===== src/hw/valley_core_defines.vh =====
`ifndef VALLEY_CORE_DEFINES_VH
`define VALLEY_CORE_DEFINES_VH

// Clock rate in kHz
`define CLK_KHZ          25000
// Soft-start total time (ms) and step count
`define SS_TIME_MS       12
`define SS_STEPS         4
// Evaluation period of the valley counter (ms)
`define EVAL_TIME_MS     48
// Valley counter limits and start value
`define VALLEY_MIN       3'h1
`define VALLEY_MAX       3'h7
// Zero-crossing counter limits
`define ZC_MIN           3'h0
`define ZC_MAX           3'h7
// Current-limit step codes: 0 lowest, 3 final level
`define ILIM_LOWEST      2'h0
`define ILIM_FINAL       2'h3
// Ringing suppression, max off time, overvoltage blanking (us)
`define RING_SUPP_US     5
`define MAX_OFF_US       50
`define OVP_BLANK_US     2

`endif


===== src/hw/edge_sync.v =====
`timescale 1ns/1ps

// Two-flop synchroniser with a falling-edge strobe on the safe side
module edge_sync #(
	parameter WIDTH = 1
) (
	// Clock and reset
	input  wire             clk_in,
	input  wire             sys_rst_in,
	// Raw input and synchronised results
	input  wire [WIDTH-1:0] async_in,
	output wire [WIDTH-1:0] sync_out,
	output wire [WIDTH-1:0] fall_out
);

	reg [WIDTH-1:0] meta_reg;
	reg [WIDTH-1:0] sync_reg;
	reg [WIDTH-1:0] prev_reg;

	always @(posedge clk_in) begin
		if (sys_rst_in) begin
			meta_reg <= {WIDTH{1'b0}};
			sync_reg <= {WIDTH{1'b0}};
			prev_reg <= {WIDTH{1'b0}};
		end else begin
			meta_reg <= async_in;
			sync_reg <= meta_reg;
			prev_reg <= sync_reg;
		end
	end

	assign sync_out = sync_reg;
	assign fall_out = prev_reg & ~sync_reg;

endmodule // edge_sync


===== src/hw/valley_select_softstart_logic.v =====
`timescale 1ns/1ps
`include "valley_core_defines.vh"

// Notes on behaviour
// - Supply above turn-on level stops startup charging and starts soft-start.
// - Soft-start lasts a preset total time split into equal steps.
// - Current limit steps up from lowest to final level during soft-start.
// - Turn-on from valley logic; turn-off from analog current comparison.
// - Valley counter holds the valley number where switch turns on.
// - Feedback compared to three thresholds; counter updated once per period.
// - Feedback always below low threshold: count up, saturate at seven.
// - Above low but never above high: counter holds.
// - Above high but never reset threshold: count down, saturate at one.
// - Above reset threshold at any time: counter forced to one.
// - Counter stays within one to seven; out-of-range steps ignored.
// - Counter starts at one after start-up.
// - Low and high thresholds chosen by line level, immune to foldback.
// - Zero-crossing counter ranges zero to seven, holding at seven.
// - After turn-off, count each falling crossing of the valley threshold.
// - Zero-crossing counter cleared whenever the gate goes high.
// - Overvoltage on valley input during off-time latches off after blanking.
// - After ringing suppression, turn on when count reaches valley value.
// - No turn-on during ringing suppression after turn-off.
// - Off for maximum off time: turn on regardless of counters.
module valley_select_softstart_logic #(
	parameter SS_CYCLES   = (`SS_TIME_MS * `CLK_KHZ) / `SS_STEPS,
	parameter EVAL_CYCLES = `EVAL_TIME_MS * `CLK_KHZ,
	parameter CNT_W       = 21
) (
	// Clock and reset
	input  wire       clk_in,
	input  wire       sys_rst_in,
	// Analog comparator results
	input  wire       supply_on_in,
	input  wire       line_high_in,
	input  wire       fb_low_lo_in,
	input  wire       fb_low_hi_in,
	input  wire       fb_high_lo_in,
	input  wire       fb_high_hi_in,
	input  wire       fb_reset_in,
	input  wire       valley_sense_in,
	input  wire       valley_ovp_in,
	input  wire       cs_trip_in,
	// Control outputs
	output reg        startup_cell_en_out,
	output reg        gate_on_out,
	output reg        latched_off_out,
	output reg  [1:0] ilim_step_out,
	output reg  [2:0] valley_count_out,
	output reg  [2:0] zc_count_out
);

	// Cycle counts worked out at full integer width, then cut to CNT_W
	localparam integer RING_I    = (`RING_SUPP_US * `CLK_KHZ + 999) / 1000;
	localparam integer MOFF_I    = (`MAX_OFF_US * `CLK_KHZ) / 1000;
	localparam integer OVP_I     = (`OVP_BLANK_US * `CLK_KHZ + 999) / 1000;
	localparam integer SS_I      = SS_CYCLES - 1;
	localparam integer EVAL_I    = EVAL_CYCLES - 1;
	localparam [CNT_W-1:0] RING_CYC  = RING_I[CNT_W-1:0];
	localparam [CNT_W-1:0] MOFF_CYC  = MOFF_I[CNT_W-1:0];
	localparam [CNT_W-1:0] OVP_CYC   = OVP_I[CNT_W-1:0];
	localparam [CNT_W-1:0] SS_LAST   = SS_I[CNT_W-1:0];
	localparam [CNT_W-1:0] EVAL_LAST = EVAL_I[CNT_W-1:0];

	// One-hot states of the power switch sequence
	localparam [3:0] ST_WAIT = 4'h1;
	localparam [3:0] ST_ON   = 4'h2;
	localparam [3:0] ST_OFF  = 4'h4;
	localparam [3:0] ST_LOCK = 4'h8;

	// Synchronised comparator bank
	wire [9:0] raw_w = {cs_trip_in, valley_ovp_in, valley_sense_in,
		fb_reset_in, fb_high_hi_in, fb_high_lo_in, fb_low_hi_in,
		fb_low_lo_in, line_high_in, supply_on_in};
	wire [9:0] syn_w;
	wire [9:0] fall_w;

	edge_sync #(
		.WIDTH (10)
	) u_sync (
		.clk_in     (clk_in),
		.sys_rst_in (sys_rst_in),
		.async_in   (raw_w),
		.sync_out   (syn_w),
		.fall_out   (fall_w)
	);

	wire supply_on = syn_w[0];
	wire line_high = syn_w[1];
	wire fb_rst    = syn_w[6];
	wire zc_fall   = fall_w[7];
	wire ovp_hi    = syn_w[8];
	wire cs_trip   = syn_w[9];

	// Line-selected thresholds
	wire fb_low  = line_high ? syn_w[3] : syn_w[2];
	wire fb_high = line_high ? syn_w[5] : syn_w[4];

	function [2:0] sat_step;
		input [2:0] val;
		input       up;
		begin
			if (up)
				sat_step = (val == `VALLEY_MAX) ? val : val + 3'h1;
			else
				sat_step = (val == `VALLEY_MIN) ? val : val - 3'h1;
		end
	endfunction

	function [CNT_W-1:0] inc_cnt;
		input [CNT_W-1:0] val;
		begin
			inc_cnt = val + {{(CNT_W-1){1'b0}}, 1'b1};
		end
	endfunction

	reg [3:0]       state_reg,  state_next;
	reg [CNT_W-1:0] ss_cnt_reg, ss_cnt_next;
	reg [1:0]       ss_step_reg, ss_step_next;
	reg [CNT_W-1:0] eval_reg,   eval_next;
	reg             seen_low_reg, seen_low_next;
	reg             seen_high_reg, seen_high_next;
	reg             seen_rst_reg, seen_rst_next;
	reg [2:0]       valley_reg, valley_next;
	reg [2:0]       zc_reg,     zc_next;
	reg [CNT_W-1:0] off_cnt_reg, off_cnt_next;
	reg [CNT_W-1:0] ovp_cnt_reg, ovp_cnt_next;
	reg             running;
	reg             turn_on;

	always @* begin
		state_next     = state_reg;
		ss_cnt_next    = ss_cnt_reg;
		ss_step_next   = ss_step_reg;
		eval_next      = eval_reg;
		seen_low_next  = seen_low_reg;
		seen_high_next = seen_high_reg;
		seen_rst_next  = seen_rst_reg;
		valley_next    = valley_reg;
		zc_next        = zc_reg;
		off_cnt_next   = off_cnt_reg;
		ovp_cnt_next   = ovp_cnt_reg;
		running        = (state_reg == ST_ON) || (state_reg == ST_OFF);
		turn_on        = 1'b0;

		// Soft-start stepping
		if (running && ss_step_reg != `ILIM_FINAL) begin
			if (ss_cnt_reg == SS_LAST) begin
				ss_cnt_next  = {CNT_W{1'b0}};
				ss_step_next = ss_step_reg + 2'h1;
			end else begin
				ss_cnt_next = inc_cnt(ss_cnt_reg);
			end
		end

		// Evaluation period and sticky flags
		if (running) begin
			seen_low_next  = seen_low_reg | fb_low;
			seen_high_next = seen_high_reg | fb_high;
			seen_rst_next  = seen_rst_reg | fb_rst;
			if (eval_reg == EVAL_LAST) begin
				eval_next      = {CNT_W{1'b0}};
				seen_low_next  = 1'b0;
				seen_high_next = 1'b0;
				seen_rst_next  = 1'b0;
				if (seen_rst_reg | fb_rst)
					valley_next = `VALLEY_MIN;
				else if (seen_high_reg | fb_high)
					valley_next = sat_step(valley_reg, 1'b0);
				else if (seen_low_reg | fb_low)
					valley_next = valley_reg;
				else
					valley_next = sat_step(valley_reg, 1'b1);
			end else begin
				eval_next = inc_cnt(eval_reg);
			end
		end

		case (state_reg)
			ST_WAIT: begin
				if (supply_on) begin
					state_next   = ST_ON;
					turn_on      = 1'b1;
					valley_next  = `VALLEY_MIN;
					ss_cnt_next  = {CNT_W{1'b0}};
					ss_step_next = `ILIM_LOWEST;
					eval_next    = {CNT_W{1'b0}};
				end
			end
			ST_ON: begin
				if (cs_trip) begin
					state_next   = ST_OFF;
					off_cnt_next = {CNT_W{1'b0}};
					ovp_cnt_next = {CNT_W{1'b0}};
				end
			end
			ST_OFF: begin
				if (off_cnt_reg != MOFF_CYC)
					off_cnt_next = inc_cnt(off_cnt_reg);
				if (zc_fall && zc_reg != `ZC_MAX)
					zc_next = zc_reg + 3'h1;
				if (ovp_hi) begin
					ovp_cnt_next = inc_cnt(ovp_cnt_reg);
					if (ovp_cnt_reg == OVP_CYC)
						state_next = ST_LOCK;
				end else begin
					ovp_cnt_next = {CNT_W{1'b0}};
				end
				if (state_next != ST_LOCK) begin
					if (off_cnt_reg == MOFF_CYC) begin
						turn_on = 1'b1;
					end else if (off_cnt_reg >= RING_CYC &&
						zc_reg >= valley_reg) begin
						turn_on = 1'b1;
					end
					if (turn_on)
						state_next = ST_ON;
				end
			end
			ST_LOCK: begin
				state_next = ST_LOCK;
			end
			default: begin
				state_next = ST_WAIT;
			end
		endcase

		if (turn_on)
			zc_next = `ZC_MIN;
	end

	always @(posedge clk_in) begin
		if (sys_rst_in) begin
			state_reg           <= ST_WAIT;
			ss_cnt_reg          <= {CNT_W{1'b0}};
			ss_step_reg         <= `ILIM_LOWEST;
			eval_reg            <= {CNT_W{1'b0}};
			seen_low_reg        <= 1'b0;
			seen_high_reg       <= 1'b0;
			seen_rst_reg        <= 1'b0;
			valley_reg          <= `VALLEY_MIN;
			zc_reg              <= `ZC_MIN;
			off_cnt_reg         <= {CNT_W{1'b0}};
			ovp_cnt_reg         <= {CNT_W{1'b0}};
			startup_cell_en_out <= 1'b1;
			gate_on_out         <= 1'b0;
			latched_off_out     <= 1'b0;
			ilim_step_out       <= `ILIM_LOWEST;
			valley_count_out    <= `VALLEY_MIN;
			zc_count_out        <= `ZC_MIN;
		end else begin
			state_reg           <= state_next;
			ss_cnt_reg          <= ss_cnt_next;
			ss_step_reg         <= ss_step_next;
			eval_reg            <= eval_next;
			seen_low_reg        <= seen_low_next;
			seen_high_reg       <= seen_high_next;
			seen_rst_reg        <= seen_rst_next;
			valley_reg          <= valley_next;
			zc_reg              <= zc_next;
			off_cnt_reg         <= off_cnt_next;
			ovp_cnt_reg         <= ovp_cnt_next;
			startup_cell_en_out <= (state_next == ST_WAIT);
			gate_on_out         <= (state_next == ST_ON);
			latched_off_out     <= (state_next == ST_LOCK);
			ilim_step_out       <= ss_step_next;
			valley_count_out    <= valley_next;
			zc_count_out        <= zc_next;
		end
	end

endmodule // valley_select_softstart_logic


===== config.mk =====
export PLATFORM = sky130hd
export DESIGN_NAME = valley_select_softstart_logic
export DESIGN_NICKNAME = d
export VERILOG_FILES = /design/src/hw/edge_sync.v /design/src/hw/valley_select_softstart_logic.v
export VERILOG_INCLUDE_DIRS = /design/src /design/src/hw
export SDC_FILE = /design/constraint.sdc
export NUM_CORES = 1
export LEC_CHECK = 0
export BUFFER_PORTS_ARGS = -buffer_cell sky130_fd_sc_hd__buf_2
export CAP_MARGIN = 20
export CELL_PAD_IN_SITES_DETAIL_PLACEMENT = 0
export CELL_PAD_IN_SITES_GLOBAL_PLACEMENT = 1
export CORE_MARGIN = 2
export CORE_UTILIZATION = 45
export CTS_CLUSTER_DIAMETER = 30
export DETAILED_ROUTE_END_ITERATION = 16
export PLACE_DENSITY = 0.71
export SETUP_SLACK_MARGIN = 0.05
export SLEW_MARGIN = 40
export SYNTH_ARGS = -nofsm -noshare
export SYNTH_HDL_FRONTEND = slang
export SYNTH_HIERARCHICAL = 1
export SYNTH_SLANG_ARGS = --single-unit

===== constraint.sdc =====
create_clock -name clk_in -period 6.5 [get_ports clk_in]
set_clock_uncertainty 0.2 [all_clocks]
set_input_delay 0.65 -clock clk_in [delete_from_list [all_inputs] [get_ports clk_in]]
set_output_delay 0.65 -clock clk_in [all_outputs]
set_load 0.02 [all_outputs]

### After elaboration in Yosys (flattened, before gate mapping)

Cells that the tools add are included.

| storage, ports and cells | value |
|---|---|
| register bits | 130 |
| output and inout port bits | 11 |
| input bits | 12 |
| logic and storage cells | 106 |

| cells by class | value |
|---|---|
| add/subtract/negate cells | 8 |
| equality and inequality tests | 19 |
| $lt $le $gt $ge | 2 |
| reduce and logical (&&, ||, !) cells | 9 |
| muxes and demuxes | 46 |
| bitwise gates (word level) | 5 |

Operator list:

| operator | number |
|---|---|
| two-way mux 21 bit | 11 |
| adder 21 x 1 -> 21 bit, second input constant | 4 |
| case mux 21 bit (2 select lines) | 2 |
| two-way mux 4 bit | 7 |
| two-way mux 3 bit | 9 |
| == test 21 x 11 -> 1 bit, second input constant | 1 |
| == test 21 x 17 -> 1 bit, second input constant | 1 |
| == test 21 bit, second input constant | 1 |
| == test 21 x 6 -> 1 bit, second input constant | 1 |
| >= comparator 21 x 7 -> 1 bit, second input constant | 1 |
| inequality test 21 x 11 -> 1 bit, second input constant | 1 |
| case mux 4 bit (4 select lines) | 1 |
| two-way mux 1 bit | 11 |
| AND 8 bit | 1 |
| == test 4 x 1 -> 1 bit, second input constant | 2 |
| == test 4 x 2 -> 1 bit, second input constant | 2 |
| == test 4 bit, second input constant | 2 |
| two-way mux 2 bit | 4 |
| NOT 8 bit | 1 |
| adder 3 x 1 -> 3 bit, second input constant | 2 |
| == test 4 x 3 -> 1 bit, second input constant | 1 |
| inequality test 2 x 1 -> 1 bit, second input constant | 2 |
| inequality test 4 bit, second input constant | 1 |
| AND reduction 2 bit | 2 |
| 14 further kinds | 18 |

### Depth between registers and ports, before layout

| logic depth | value |
|---|---|
| depth in word-level cells | 11 |
| depth in mapped cells | 8 |
| depth with buffers taken out | 7 |

### Modules after synthesis

Netlist, hierarchy kept.

Modules (own cells, without submodules):

| module | times used | cells each | sequential area each (um^2) | area an instance (um^2) |
|---|---|---|---|---|
| valley_select_softstart_logic | 1 | 618 | 2042.0 | 5217.5 |
| edge_sync | 1 | 73 | 600.6 | 944.7 |

### Worst setup path before layout

OpenSTA, ideal clock, no wires.

| timing | value |
|---|---|
| kind | register to register |
| from | register state_reg[3] |
| to | register valley_reg[0] |
| slack | 4.378 ns |
| clock period less this slack | 2.122 ns |
| path buffers | 2 |
| stages on the path, launching flop included | 8 |
| arrival time | 1.808 ns |
| path through | dfxtp_1 -> buf_6 -> or2_0 -> buf_4 -> nor4b_4 -> nand4_2 -> or3_1 -> a21o_1 |

| on the way | value |
|---|---|
| word-level cells in the longest chain between the ends | 5 |

RTL lines:

| what | RTL line | text |
|---|---|---|
| start, declared | valley_select_softstart_logic.v:117 | `reg [3:0] state_reg, state_next;` |
| start signal, assigned | valley_select_softstart_logic.v:252 | `state_reg <= state_next;` |
| == test 4 x 2 -> 1 bit / == test 4 x 3 -> 1 bit (equally long branches) | - |  |
| logical OR 1 bit | valley_select_softstart_logic.v:143 | `running = (state_reg == ST_ON) \|\| (state_reg == ST_OFF);` |
| two-way mux 3 bit | valley_select_softstart_logic.v:157 | `if (running) begin` |
| two-way mux 3 bit | valley_select_softstart_logic.v:181 | `if (supply_on) begin` |
| two-way mux 3 bit (*) | valley_select_softstart_logic.v:179 | `case (state_reg)` |
| end signal, assigned | valley_select_softstart_logic.v:241 | `` valley_reg <= `VALLEY_MIN; `` |
| end signal, assigned | valley_select_softstart_logic.v:259 | `valley_reg <= valley_next;` |
| end, declared | valley_select_softstart_logic.v:124 | `reg [2:0] valley_reg, valley_next;` |

Mark *: on every way between the ends. The rest lies on a longest branch, timed or not.
A chain may end at the register's enable or synchronous reset.

### Final worst setup path

| timing | value |
|---|---|
| from | register state_reg[2] |
| to | register ovp_cnt_reg[18] |

| on the way | value |
|---|---|
| word-level cells in the longest chain between the ends | 3 |

RTL lines:

| what | RTL line | text |
|---|---|---|
| == test 4 x 2 -> 1 bit / == test 4 x 3 -> 1 bit (equally long branches) | - |  |
| inequality test 2 x 1 -> 1 bit (no line) / nonzero test 2 bit (equally long branches) | - |  |
| AND reduction 2 bit (no line) | - |  |
| end signal, assigned | valley_select_softstart_logic.v:244 | `ovp_cnt_reg <= {CNT_W{1'b0}};` |
| end signal, assigned | valley_select_softstart_logic.v:262 | `ovp_cnt_reg <= ovp_cnt_next;` |
| end, declared | valley_select_softstart_logic.v:127 | `reg [CNT_W-1:0] ovp_cnt_reg, ovp_cnt_next;` |

Several ways; a longest one is shown, not always the timed one.

==> flow_metrics.tcl <==
set metrics [dict create \
    synthCells 664 \
    clock-root-buffer "clkbuf_16" \
    switching_power_mw 0.369 \
    worstPathMaxFanout 18 \
    maxSlewHeadroom_pct 45.7 \
    core_area_um2 12700 \
    routabilityCongestion 0.792 \
    dieArea_um2 13900 \
    cp-end-kind "flop" \
    viasPerCell 5.38 \
    regArea_um2 2460 \
    p_int_mw 1.42 \
    finalWirelength_um 12400 \
    synth_area_per_cell_um2 8.81 \
    post-route-worst-setup-slack_ns 3.84 \
    clock-sinks 123 \
    avgRoutedWirePerCell_um 14.3 \
    drive_gt1_share_pct 13.2 \
    portBuffers 22 \
    hp-start "u_sync/meta_reg[4]" \
    required_ns 6.64 \
    worstRegToRegCells 4 \
    clockPowerShare_pct 55.3 \
    timing.setup.tns_ns 0 \
    hold_buffers 0 \
    tritoncts "built" \
    num_rows 41 \
    period_share_pct 41.0 \
    yosysWarnings 6 \
    fill_cells 1168 \
    drt_iter0_markers 309 \
    path_class "flop to flop" \
    pwr-share-seq_pct 42.8 \
    grt_pass1_vias 4384 \
    firstDrtPassIters 7 \
    cp-start-kind "flop" \
    preCtsSetupSlack_ns 3.57 \
    hold_path_class "flop to flop" \
    antenna_cells 0 \
    multi_input_area_um2 3220 \
    areaGrowthSynthToFinish_pct 14.3 \
    cts_buffer_depth 2 \
    finalHoldViolCount 0 \
    cts_made_buffers 17 \
    power.density_nw_per_um2 267 \
    track_usage_pct 18.6 \
    place_hpwl_um 8300 \
    rsz0062_at_grt "no" \
    p_leak_nw 2.40 \
    synth_area_um2 5850 \
    start_util_pct 46.2 \
    slew_violations 0 \
    endpoint "ovp_cnt_reg[18]" \
    outcome "complete, no violations" \
    arrival_ns 2.80 \
    grt_pass1_wl_um 21000 \
    synth_nets 692 \
    reg2reg_from "state_reg[2]" \
    cts_resized 0 \
    cts.reportedPaths.clkPinSlew_ns 0.05 \
    worst_pin_slew_ns 0.811 \
    setup_viol 0 \
    fin_nets 712 \
    vdd_drop_max_mv 0.169 \
    grt_max_degree 51 \
    gr-total-overflow 0 \
    cts_setup_buffers 0 \
    ios 23 \
    r2r_end "ovp_cnt_reg[18]" \
    period_needed_ns 2.66 \
    ant_nets 0 \
    swShare_pct 20.7 \
    comb_power_share_pct 1.9 \
    antenna_found_initial 0 \
    vias 4672 \
    fp.dieH_um 118 \
    timing.fmax_ghz 0.376 \
    cts_htree_levels 4 \
    reg2reg_slack_ns 3.84 \
    maxCapViolCount 0 \
    insertion_delay_ns 0.42 \
    drcViolationCount 0 \
    startpoint "state_reg[2]" \
    die_w_um 118 \
]
## metal layers
layer	GRT usage, %	wire [um]	up-vias
met1	24.3	6180	2189
li1	-	-	2405
met2	29.0	5740	64
met4	8.36	164	0
met5	0	0	-
met3	4.55	363	14
## worst max-delay path: stages, from the launching register on
cell and delay [ns]:
dfxtp_1 0.57, nor4b_2 0.54, nand2_1 0.49, or4b_1 0.62
a21oi_1 0.15
## cells in the final DEF (no fill, tap or decap), drive strengths merged, types with 5 or more instances in the layout
cell and instances:
nand4 22, mux2i 6, buf 24, nor4 18, nor2b 25, nor2 96, clkinv 6, nor3 22
a21o 5, xnor2 25, a31oi 7, a311oi 6, nand3 38, nand2 45, dfxtp 123, a21oi 23
clkbuf 18, o21ai 20, inv 14, ha 16, xor2 35, a211oi 8, or4b 5, or3 8
and2 8, and3 16
## layout make-up
cell class | instances | area share [%]
clock buffer | 18 | 6.57
timing repair buffer | 24 | 1.87
inverter | 15 | 0.842
clock inverter | 13 | 2.62
multi-input combinational | 503 | 48.1
sequential | 123 | 36.8
tap | 172 | 3.22
## worst min-delay path by stage
stage	end	slack (ns)	cells after the start
after floorplan	u_sync/sync_out[4]	0.21	1
after global placement	u_sync/sync_out[8]	0.22	1
after detailed placement	u_sync/sync_out[0]	0.23	1
after CTS	u_sync/meta_reg[2]	0.23	2
after global routing	u_sync/meta_reg[2]	0.24	2
final	u_sync/sync_out[4]	0.24	1
## power groups by stage
stage / Combinational [mW] / Sequential, mW / Clock [mW]
final: 0.0341 / 0.764 / 0.988
after global routing: 0.0378 / 0.765 / 1.04
after CTS: 0.0347 / 0.764 / 1.01
after detailed placement: 0.0346 / 0.780 / 0
after global placement: 0.0337 / 0.781 / 0
after floorplan: 0.0270 / 0.780 / 0
## per-stage QoR
step	instance area, um2	util, %	hold WS, ns	total power, mW	std cells
2_1_floorplan	5850	-	0.214	0.807	664
3_3_place_gp	6060	47.8	0.220	0.814	837
3_5_place_dp	6070	47.9	0.225	0.815	837
4_1_cts	6680	52.8	0.227	1.81	868
5_1_grt	6690	52.8	0.240	1.84	868
6_report	6690	52.8	0.235	1.79	868
No activity file was read; power rests on OpenSTA's default activity.
